[config.mk]
export PLATFORM = sky130hd
export DESIGN_NAME = irt_timer_bank
export DESIGN_NICKNAME = d
export VERILOG_FILES = /design/src/rtl/irt_pkg.sv /design/src/rtl/irt_sync.sv /design/src/rtl/irt_prescaler.sv /design/src/rtl/irt_timer_bank.sv
export SDC_FILE = /design/constraint.sdc
export NUM_CORES = 1
export LEC_CHECK = 0
export BUFFER_PORTS_ARGS = -buffer_cell sky130_fd_sc_hd__buf_2
export CORE_ASPECT_RATIO = 1.4
export CORE_MARGIN = 5
export CORE_UTILIZATION = 58
export DETAILED_ROUTE_END_ITERATION = 10
export PLACE_DENSITY = 0.8
export SLEW_MARGIN = 25
export SYNTH_ARGS = -nofsm -noshare
export SYNTH_HDL_FRONTEND = slang
export SYNTH_SLANG_ARGS = --single-unit
[constraint.sdc]
create_clock -name clk_sys_in -period 2.8 [get_ports clk_sys_in]
set_input_delay 0.56 -clock clk_sys_in [delete_from_list [all_inputs] [get_ports clk_sys_in]]
set_output_delay 0.56 -clock clk_sys_in [all_outputs]
set_load 0.05 [all_outputs]
[src/rtl/irt_pkg.sv]
package irt_pkg;
	// ==========================================
	// register file geometry
	localparam int unsigned ADDR_W            = 8;
	localparam int unsigned DATA_W            = 8;
	localparam logic [7:0]  BANK_PTR_ADDR     = 8'hfd;
	localparam logic [3:0]  BANK_TIMER        = 4'hd;
	localparam logic [3:0]  BANK_NORMAL       = 4'h0;
	localparam logic [3:0]  BANK_SPARE        = 4'hf;
	localparam logic [7:0]  BANK_PTR_RESET    = 8'h00;
	// ==========================================
	// bank d offsets
	localparam logic [3:0]  OFS_CONTROL       = 4'h0;
	localparam logic [3:0]  OFS_T8_LOW_HOLD   = 4'h4;
	localparam logic [3:0]  OFS_T8_HIGH_HOLD  = 4'h5;
	localparam logic [3:0]  OFS_T16_HOLD_LO   = 4'h6;
	localparam logic [3:0]  OFS_T16_HOLD_HI   = 4'h7;
	localparam logic [3:0]  OFS_T16_CAP_LO    = 4'h8;
	localparam logic [3:0]  OFS_T16_CAP_HI    = 4'h9;
	localparam logic [3:0]  OFS_T8_CAP_LOW    = 4'ha;
	localparam logic [3:0]  OFS_T8_CAP_HIGH   = 4'hb;
	// ==========================================
	// control register fields
	localparam int unsigned CTL_RUN_BIT       = 7;
	localparam int unsigned CTL_SINGLE_BIT    = 6;
	localparam int unsigned CTL_TIMEOUT_BIT   = 5;
	localparam int unsigned CTL_PRESC_HI      = 4;
	localparam int unsigned CTL_PRESC_LO      = 3;
	localparam int unsigned CTL_CAP_MASK_BIT  = 2;
	localparam int unsigned CTL_CNT_MASK_BIT  = 1;
	localparam int unsigned CTL_ROUTE_BIT     = 0;
	localparam logic [7:0]  CONTROL_RESET     = 8'h00;
	localparam logic [7:0]  HOLD_RESET        = 8'h00;
	localparam logic [2:0]  PRESC_RESET       = 3'h0;
endpackage

[src/rtl/irt_sync.sv]
`timescale 1ns/1ps
module irt_sync (
	input  wire logic clk_sys_in,
	input  wire logic reset_n_in,
	input  wire logic async_in,
	output logic      sync_out
);
	typedef struct packed {
		logic first;
		logic second;
	} irt_sync_s;
	irt_sync_s state;
	irt_sync_s next_state;
	// ==========================================
	// two-stage synchroniser, first stage feeds only the second
	always_comb begin
		next_state.first  = async_in;
		next_state.second = state.first;
	end
	always_ff @(posedge clk_sys_in) begin
		if (!reset_n_in) begin
			state <= '0;
		end else begin
			state <= next_state;
		end
	end
	assign sync_out = state.second;
endmodule

[src/rtl/irt_prescaler.sv]
`timescale 1ns/1ps
module irt_prescaler (
	input  wire logic       clk_sys_in,
	input  wire logic       reset_n_in,
	input  wire logic       run_in,
	input  wire logic [1:0] select_in,
	output logic            tick_out
);
	import irt_pkg::*;
	typedef struct packed {
		logic [2:0] count;
	} irt_presc_s;
	irt_presc_s state;
	irt_presc_s next_state;
	logic [2:0] limit;
	// ==========================================
	// divide by 1, 2, 4 or 8; held in reset while stopped
	always_comb begin
		limit = 3'((4'h1 << select_in) - 4'h1);
		next_state = state;
		if (!run_in || state.count >= limit) begin
			next_state.count = 3'h0;
		end else begin
			next_state.count = 3'(state.count + 3'h1);
		end
	end
	always_ff @(posedge clk_sys_in) begin
		if (!reset_n_in) begin
			state.count <= PRESC_RESET;
		end else begin
			state <= next_state;
		end
	end
	assign tick_out = run_in && (state.count >= limit); // (RL18)
endmodule

[src/rtl/irt_timer_bank.sv]
`timescale 1ns/1ps
// Function
// (RL1) timer registers live only in bank d
// (RL2) pointer upper nibble picks working group
// (RL3) lower nibble zero reaches normal file
// (RL4) nonzero nibble swaps low sixteen locations; here only nibble d swaps them, other nibbles reach the normal file
// (RL5) capture-high holds count while input high
// (RL6) capture-low holds count while input low
// (RL7) offset 09 holds capture high byte
// (RL8) offset 08 holds capture low byte
// (RL9) capture registers ignore software writes
// (RL10) sixteen-bit hold bytes at 07, 06
// (RL11) eight-bit hold values at 05, 04
// (RL12) control bit 7 starts and stops counter
// (RL13) control bit 2 gates capture interrupt
// (RL14) mode bit: reload or stop at end
// (RL15) time-out flag set at end, write-1 clears
// (RL16) counter mask gates time-out interrupt
// (RL17) control bit 0 routes port pin
// (RL18) bits 4:3 pick clock divide 1..8
// (RL19) writing zero leaves time-out flag alone
module irt_timer_bank #(
	parameter int unsigned DATA_WIDTH = 8
) (
	input  wire logic                     clk_sys_in,
	input  wire logic                     reset_n_in,
	// processor register access, one cycle strobes
	input  wire logic [irt_pkg::ADDR_W-1:0] reg_addr_in,
	input  wire logic [irt_pkg::DATA_W-1:0] reg_wdata_in,
	input  wire logic                     reg_write_in,
	input  wire logic                     reg_read_in,
	output logic      [irt_pkg::DATA_W-1:0] reg_rdata_out,
	output logic                          reg_hit_out,
	output logic      [irt_pkg::ADDR_W-1:0] file_addr_out,
	// timers
	input  wire logic                     demod_pin_in,
	input  wire logic                     port_bit_in,
	input  wire logic [15:0]              timer16_count_in,
	input  wire logic                     timer16_capture_in,
	output logic                          port3_bit4_pin_out,
	output logic                          timeout_irq_out,
	output logic                          capture_irq_out,
	output logic      [15:0]              timer16_hold_out
);
	import irt_pkg::*;

	// refused at elaboration: the register map is byte wide throughout
	if (DATA_WIDTH != DATA_W) begin : g_width_check
		$error("irt_timer_bank supports only 8-bit registers");
	end

	typedef struct packed {
		logic [7:0] bank_ptr;
		logic       run;
		logic       single;
		logic       timeout;
		logic [1:0] presc;
		logic       cap_mask;
		logic       cnt_mask;
		logic       route;
		logic [7:0] low_hold;
		logic [7:0] high_hold;
		logic [7:0] t16_hold_lo;
		logic [7:0] t16_hold_hi;
		logic [7:0] t16_cap_lo;
		logic [7:0] t16_cap_hi;
		logic [7:0] cap_low;
		logic [7:0] cap_high;
		logic [7:0] count;
		logic [7:0] elapsed;
		logic       level;
		logic       level_prev;
		logic       t8_out;
		logic [7:0] rdata;
		logic       timeout_irq;
		logic       capture_irq;
	} irt_bank_s;

	irt_bank_s state;
	irt_bank_s next_state;
	logic      demod_sync;
	logic      tick;
	logic      in_bank;
	logic      ptr_hit;
	logic      terminal;
	logic      edge_seen;
	logic [3:0] ofs;

	// ==========================================
	// pin input synchroniser and clock prescaler
	irt_sync u_sync (
		.clk_sys_in (clk_sys_in),
		.reset_n_in (reset_n_in),
		.async_in   (demod_pin_in),
		.sync_out   (demod_sync)
	);

	irt_prescaler u_presc (
		.clk_sys_in (clk_sys_in),
		.reset_n_in (reset_n_in),
		.run_in     (state.run),
		.select_in  (state.presc),
		.tick_out   (tick)
	);

	// ==========================================
	// address decode
	always_comb begin
		ofs     = reg_addr_in[3:0];
		ptr_hit = (reg_addr_in == BANK_PTR_ADDR);
		// only the low sixteen locations are swapped, and only for bank d
		in_bank = (reg_addr_in[7:4] == 4'h0) && (state.bank_ptr[3:0] == BANK_TIMER); // (RL1) (RL4)
		// short register addresses land in the group chosen by the upper nibble
		file_addr_out = {state.bank_ptr[7:4], reg_addr_in[3:0]}; // (RL2)
		// bank 0 and the spare bank f fall through to the ordinary file
		reg_hit_out = in_bank || ptr_hit; // (RL3)
	end

	// ==========================================
	// counter, capture and register file
	always_comb begin
		next_state = state;
		terminal   = tick && (state.count == 8'h00);
		edge_seen  = (state.level != state.level_prev);
		next_state.level_prev = state.level;
		next_state.level      = demod_sync;
		next_state.timeout_irq = 1'b0;
		next_state.capture_irq = 1'b0;

		// counting down from the hold value matching the output level
		if (state.run && tick) begin
			if (terminal) begin
				next_state.t8_out = !state.t8_out;
				next_state.count  = state.t8_out ? state.low_hold : state.high_hold;
				if (state.single) begin
					next_state.run = 1'b0; // (RL14)
				end
			end else begin
				next_state.count = 8'(state.count - 8'h01);
			end
		end

		// ticks spent at the present input level; saturates so a long level reads ff
		// own counter, so reloads of the down-counter cannot corrupt a capture
		if (state.run && tick && (state.elapsed != 8'hff)) begin
			next_state.elapsed = 8'(state.elapsed + 8'h01);
		end

		// capture the length of the finished level on each input edge while running
		if (edge_seen && state.run) begin
			if (state.level_prev) begin
				next_state.cap_high = state.elapsed; // (RL5)
			end else begin
				next_state.cap_low = state.elapsed; // (RL6)
			end
			next_state.elapsed     = 8'h00;
			next_state.capture_irq = state.cap_mask; // (RL13)
		end

		if (timer16_capture_in) begin
			next_state.t16_cap_hi = timer16_count_in[15:8]; // (RL7)
			next_state.t16_cap_lo = timer16_count_in[7:0]; // (RL8)
		end

		// ==========================================
		// register writes; capture offsets have no write path
		if (reg_write_in && ptr_hit) begin
			next_state.bank_ptr = reg_wdata_in;
		end
		if (reg_write_in && in_bank) begin
			case (ofs)
				OFS_CONTROL: begin
					next_state.run      = reg_wdata_in[CTL_RUN_BIT]; // (RL12)
					next_state.single   = reg_wdata_in[CTL_SINGLE_BIT];
					next_state.presc    = reg_wdata_in[CTL_PRESC_HI:CTL_PRESC_LO]; // (RL18)
					next_state.cap_mask = reg_wdata_in[CTL_CAP_MASK_BIT];
					next_state.cnt_mask = reg_wdata_in[CTL_CNT_MASK_BIT];
					next_state.route    = reg_wdata_in[CTL_ROUTE_BIT];
					if (reg_wdata_in[CTL_RUN_BIT] && !state.run) begin
						next_state.count   = state.high_hold;
						next_state.t8_out  = 1'b1;
						next_state.elapsed = 8'h00;
					end
					if (reg_wdata_in[CTL_TIMEOUT_BIT]) begin
						next_state.timeout = 1'b0; // (RL15) (RL19)
					end
				end
				OFS_T8_LOW_HOLD:  next_state.low_hold    = reg_wdata_in; // (RL11)
				OFS_T8_HIGH_HOLD: next_state.high_hold   = reg_wdata_in; // (RL11)
				OFS_T16_HOLD_LO:  next_state.t16_hold_lo = reg_wdata_in; // (RL10)
				OFS_T16_HOLD_HI:  next_state.t16_hold_hi = reg_wdata_in; // (RL10)
				default: begin
					next_state.bank_ptr = next_state.bank_ptr; // (RL9)
				end
			endcase
		end

		// set wins over a same-cycle clear
		if (state.run && terminal) begin
			next_state.timeout     = 1'b1; // (RL15)
			next_state.timeout_irq = state.cnt_mask; // (RL16)
		end

		// ==========================================
		// read data registered for the processor
		next_state.rdata = 8'h00;
		if (reg_read_in && ptr_hit) begin
			next_state.rdata = state.bank_ptr;
		end else if (reg_read_in && in_bank) begin
			case (ofs)
				OFS_CONTROL: next_state.rdata = {state.run, state.single, state.timeout,
					state.presc, state.cap_mask, state.cnt_mask, state.route};
				OFS_T8_LOW_HOLD:  next_state.rdata = state.low_hold;
				OFS_T8_HIGH_HOLD: next_state.rdata = state.high_hold;
				OFS_T16_HOLD_LO:  next_state.rdata = state.t16_hold_lo;
				OFS_T16_HOLD_HI:  next_state.rdata = state.t16_hold_hi;
				OFS_T16_CAP_LO:   next_state.rdata = state.t16_cap_lo;
				OFS_T16_CAP_HI:   next_state.rdata = state.t16_cap_hi;
				OFS_T8_CAP_LOW:   next_state.rdata = state.cap_low;
				OFS_T8_CAP_HIGH:  next_state.rdata = state.cap_high;
				default:          next_state.rdata = 8'h00;
			endcase
		end
	end

	always_ff @(posedge clk_sys_in) begin
		if (!reset_n_in) begin
			state          <= '0;
			state.bank_ptr <= BANK_PTR_RESET;
			state.low_hold <= HOLD_RESET;
		end else begin
			state <= next_state;
		end
	end

	// ==========================================
	// outputs
	assign reg_rdata_out      = state.rdata;
	assign port3_bit4_pin_out = state.route ? state.t8_out : port_bit_in; // (RL17)
	assign timeout_irq_out    = state.timeout_irq;
	assign capture_irq_out    = state.capture_irq;
	assign timer16_hold_out   = {state.t16_hold_hi, state.t16_hold_lo};
endmodule

==> flow_summary.html <==
<table>
<tr><th>Metric</th><th>Value</th></tr>
<tr><th colspan="2">Finish</th></tr>
<tr><td>Count of antenna diodes in the layout</td><td>0</td></tr>
<tr><td>Share of layout cells above drive strength 1</td><td>0.211</td></tr>
<tr><td>Top library cells by usage in the layout, fill and taps aside</td><td>sky130_fd_sc_hd__dfxtp_1 (114), sky130_fd_sc_hd__mux2i_1 (80), sky130_fd_sc_hd__buf_2 (74)</td></tr>
<tr><td>Area Overhead vs Synth</td><td>15.7%</td></tr>
<tr><td>Leading cell type in the layout, fill and taps excluded</td><td>sky130_fd_sc_hd__dfxtp_1</td></tr>
<tr><td>Final layout net count</td><td>710</td></tr>
<tr><th colspan="2">STA</th></tr>
<tr><td>Unrepaired setup endpoints after global routing</td><td>no</td></tr>
<tr><td>Worst hold margin</td><td>0.357 ns</td></tr>
<tr><td>Number of endpoints failing setup at the final stage</td><td>0</td></tr>
<tr><td>Post-route clock skew</td><td>0.0107 ns</td></tr>
<tr><td>Worst slew slack as a fraction of its limit</td><td>0.474</td></tr>
<tr><td>Count of final hold-check violations</td><td>0</td></tr>
<tr><td>Summed negative setup slack over all endpoints</td><td>0 ns</td></tr>
<tr><td>Slew at the pin closest to its max-slew limit</td><td>0.787 ns</td></tr>
<tr><td>Max-slew violations</td><td>0</td></tr>
<tr><td>Final Critical Period</td><td>2.31 ns</td></tr>
<tr><td>Ratio of final minimum period to clock period</td><td>0.826</td></tr>
<tr><td>Max Clk Rate</td><td>433 MHz</td></tr>
<tr><th colspan="2">Die</th></tr>
<tr><td>I/O pin total</td><td>75</td></tr>
<tr><td>Die outline height</td><td>128 µm</td></tr>
<tr><td>Starting density of the core</td><td>0.586</td></tr>
<tr><td>Number of rows in the core area</td><td>43</td></tr>
<tr><td>Die Area</td><td>12100 µm²</td></tr>
<tr><td>Placeable Area</td><td>9850 µm²</td></tr>
<tr><td>Die span in x</td><td>94.3 µm</td></tr>
<tr><th colspan="2">Clock tree</th></tr>
<tr><td>Post CTS Setup Buffer Count</td><td>0</td></tr>
<tr><td>Count of cells resized by post-cts repair</td><td>0</td></tr>
<tr><td>Insertion delay to the later sink of the worst-skew pair</td><td>0.42 ns</td></tr>
<tr><td>TritonCTS Sinks</td><td>114</td></tr>
<tr><td>Maximum level of the CTS H-tree</td><td>4</td></tr>
<tr><td>Cell chosen for the clock root</td><td>sky130_fd_sc_hd__clkbuf_16</td></tr>
<tr><td>Clock-pin transition on the worst setup and hold timing paths</td><td>0.05 ns</td></tr>
<tr><td>Hold buffer count at cts</td><td>0</td></tr>
<tr><td>Number of buffers inserted during clock tree synthesis</td><td>17</td></tr>
<tr><td>TritonCTS clock tree</td><td>yes</td></tr>
<tr><td>CTS Buffer Depth</td><td>2</td></tr>
<tr><th colspan="2">Place</th></tr>
<tr><td>Detailed-placement wirelength estimate</td><td>11200 µm</td></tr>
<tr><td>Quantity of I/O buffers inserted on ports</td><td>74</td></tr>
<tr><td>Routability congestion estimate from global placement</td><td>0.958</td></tr>
<tr><th colspan="2">Synth</th></tr>
<tr><td>Synth cell types</td><td>58</td></tr>
<tr><td>Main combinational cell family by area after synthesis</td><td>simple AND/OR/NAND/NOR gates</td></tr>
<tr><td>Number of warning messages in the yosys log</td><td>0</td></tr>
<tr><td>Compound-cell area share of the yosys netlist</td><td>0.118</td></tr>
<tr><td>Sequential element share of the synthesized area</td><td>0.395</td></tr>
<tr><td>Yosys top cell by area</td><td>sky130_fd_sc_hd__dfxtp_1</td></tr>
<tr><td>Portion of netlist area occupied by mux cells</td><td>0.170</td></tr>
<tr><td>Area share of the leading cell type in the synthesized netlist</td><td>0.395</td></tr>
<tr><td>Async set or reset register ratio after synthesis</td><td>0</td></tr>
<tr><td>Synthesized area per cell</td><td>9.31 µm²</td></tr>
<tr><td>XOR/XNOR share of the synthesized area</td><td>0.0137</td></tr>
<tr><td>Dominant register cell in the synthesized netlist</td><td>sky130_fd_sc_hd__dfxtp_1</td></tr>
<tr><td>Number of flops mapped to enable cells by yosys</td><td>0</td></tr>
<tr><td>Post-Synthesis Cells</td><td>620</td></tr>
<tr><td>Area share of fa/ha/maj cells after synthesis</td><td>0.0238</td></tr>
<tr><td>Area of the mapped netlist</td><td>5770 µm²</td></tr>
<tr><td>Net count after synthesis</td><td>670</td></tr>
<tr><td>Basic-gate share of the synthesized area counting and, or, nand and nor cells</td><td>0.207</td></tr>
<tr><td>Biggest area contributors in the synthesized netlist</td><td>sky130_fd_sc_hd__dfxtp_1 (40%), sky130_fd_sc_hd__mux2i_1 (14%), sky130_fd_sc_hd__nor2b_1 (7.3%)</td></tr>
<tr><td>Number of synthesized register bits</td><td>114</td></tr>
<tr><th colspan="2">Global route</th></tr>
<tr><td>Via count of the first global-routing pass</td><td>4742</td></tr>
<tr><td>Number of antenna violations at the first check in global routing</td><td>0</td></tr>
<tr><td>Global routing usage summed across all routing layers</td><td>0.268</td></tr>
<tr><td>Global-route wire length before repair</td><td>24700 µm</td></tr>
<tr><td>Largest net degree at the start of global routing</td><td>70</td></tr>
<tr><td>Overflow left after global routing</td><td>0</td></tr>
<tr><th colspan="2">Worst setup path</th></tr>
<tr><td>Kind of capture point of the worst setup path</td><td>output port</td></tr>
<tr><td>Worst setup SP type</td><td>input port</td></tr>
<tr><td>Maximum net fanout on the critical path</td><td>13</td></tr>
<tr><td>Data required time at the worst endpoint</td><td>2.24 ns</td></tr>
<tr><td>WP data arrival</td><td>1.75 ns</td></tr>
<tr><td>Cells on worst reg2reg path</td><td>7</td></tr>
<tr><td>Worst setup path class</td><td>input port to output port</td></tr>
<tr><th colspan="2">Pwr</th></tr>
<tr><td>Leakage</td><td>2.81 nW</td></tr>
<tr><td>Ratio of total power to cell area</td><td>636 nW/µm²</td></tr>
<tr><td>Max VDD drop</td><td>0.573 mV</td></tr>
<tr><th colspan="2">Drt</th></tr>
<tr><td>Number of nets with antenna violations after detailed routing</td><td>0</td></tr>
<tr><td>Vias per Instance</td><td>5.91</td></tr>
<tr><td>DRC violation count after routing</td><td>0</td></tr>
<tr><td>Starting DRC count in detailed routing</td><td>398</td></tr>
<tr><td>Total via count after detailed routing</td><td>4778</td></tr>
<tr><td>Total length of routed wires</td><td>15600 µm</td></tr>
<tr><td>Avg WL per Cell</td><td>19.3 µm</td></tr>
<tr><td>1st-pass router iterations</td><td>7</td></tr>
<tr><th colspan="2">Worst hold path</th></tr>
<tr><td>Worst hold path type</td><td>input port to register</td></tr>
<tr><td>Cells on Worst Hold Path</td><td>2</td></tr>
<tr><th colspan="2">Run status</th></tr>
<tr><td>Run status</td><td>completed</td></tr>
<tr><th colspan="2">Run</th></tr>
<tr><td>Number of max-capacitance violations reported</td><td>0</td></tr>
</table>
[critical path, stage by stage]
cell	delay, ns
sky130_fd_sc_hd__buf_2	0.31
sky130_fd_sc_hd__nand2b_2	0.10
sky130_fd_sc_hd__or3_1	0.41
sky130_fd_sc_hd__nand2_1	0.10
sky130_fd_sc_hd__buf_2	0.26
[report_power, final]
group	internal, W	total [W]	leakage (nW)	switching, W
Clock	0.00159	0.00239	0.310	0.000805
Combinational	0.0000817	0.000208	1.58	0.000126
Sequential	0.00164	0.00165	0.922	0.0000103
Total	0.00331	0.00425	2.81	0.000942
[synthesized netlist by cell type, types with 3 or more instances]
library cell,n
sky130_fd_sc_hd__a21boi_0,16
sky130_fd_sc_hd__a21oi_1,18
sky130_fd_sc_hd__a22o_1,4
sky130_fd_sc_hd__a22oi_1,11
sky130_fd_sc_hd__a2bb2oi_1,3
sky130_fd_sc_hd__and2_1,5
sky130_fd_sc_hd__buf_2,9
sky130_fd_sc_hd__buf_4,33
sky130_fd_sc_hd__clkbuf_1,23
sky130_fd_sc_hd__dfxtp_1,114
sky130_fd_sc_hd__ha_1,11
sky130_fd_sc_hd__inv_1,10
sky130_fd_sc_hd__mux2_2,6
sky130_fd_sc_hd__mux2i_1,80
sky130_fd_sc_hd__mux4_2,5
sky130_fd_sc_hd__nand2_1,57
sky130_fd_sc_hd__nand3_1,16
sky130_fd_sc_hd__nand4_1,8
sky130_fd_sc_hd__nor2_1,26
sky130_fd_sc_hd__nor2b_1,67
sky130_fd_sc_hd__nor3_1,11
sky130_fd_sc_hd__nor4_1,3
sky130_fd_sc_hd__o21ai_0,28
sky130_fd_sc_hd__xnor2_1,4
sky130_fd_sc_hd__xor2_1,5
[through the flow]
| stage | utilization | total power, W | cells | setup WS [ns] | cell area (µm²) |
|---|---|---|---|---|---|
| after detailed placement | 0.612 | 0.00189 | 776 | 0.359 | 6020 |
| after global routing | 0.678 | 0.00436 | 808 | 0.421 | 6680 |
| after CTS | 0.678 | 0.00426 | 808 | 0.496 | 6680 |
| after global placement | 0.612 | 0.00188 | 776 | 0.439 | 6020 |
| final | 0.678 | 0.00425 | 808 | 0.488 | 6680 |
| after floorplan | - | 0.00181 | 620 | 0.597 | 5770 |
[logic make-up after synthesis]
group | count (synthesis)
compound gates | 103
xor+xnor | 9
fa+ha+maj | 11
buf+inv | 75
flops | 114
mux | 91
simple gates | 217
[routing by layer]
metal / routed length [µm] / track usage / up-vias / share of wire
met5: 0 / 0 / - / 0
met4: 625 / 0.128 / 0 / 0.040
met3: 973 / 0.0511 / 53 / 0.062
met2: 8070 / 0.463 / 219 / 0.52
met1: 5970 / 0.315 / 2265 / 0.38
li1: - / - / 2241 / -
[state kept, by name, summed over array words and instances, names as in the netlist]
| register | count |
|---|---|
| state | 78 |
| timer16_hold_out | 16 |
| reg_rdata_out | 8 |
| file_addr_out | 4 |
| u_presc.state | 3 |
| capture_irq_out | 1 |
| next_state | 1 |
| timeout_irq_out | 1 |
| u_sync.next_state | 1 |
| u_sync.sync_out | 1 |
[path summary, 6_finish.rpt]
check / from / end / slack [ns]
min: demod_pin_in / u_sync.next_state[0]$_SDFF_PN0_ / 0.36
min reg2reg: u_sync.next_state[0]$_SDFF_PN0_ / u_sync.sync_out$_SDFF_PN0_ / 0.43
max reg2reg: state[96]$_SDFFE_PN0P_ / state[20]$_SDFF_PN0_ / 0.57
max: reg_addr_in[0] / reg_hit_out / 0.49
[layout make-up]
type / instances / area (µm²)
multi-input cells: 431 / 3070
well taps: 135 / 169
clock inverters: 15 / 230
clock buffers: 17 / 425
fillers: 746 / 3170
repair buffers: 86 / 460
flip-flops and latches: 114 / 2280
inverters: 10 / 37.5
(Power assumes the default switching activity.)
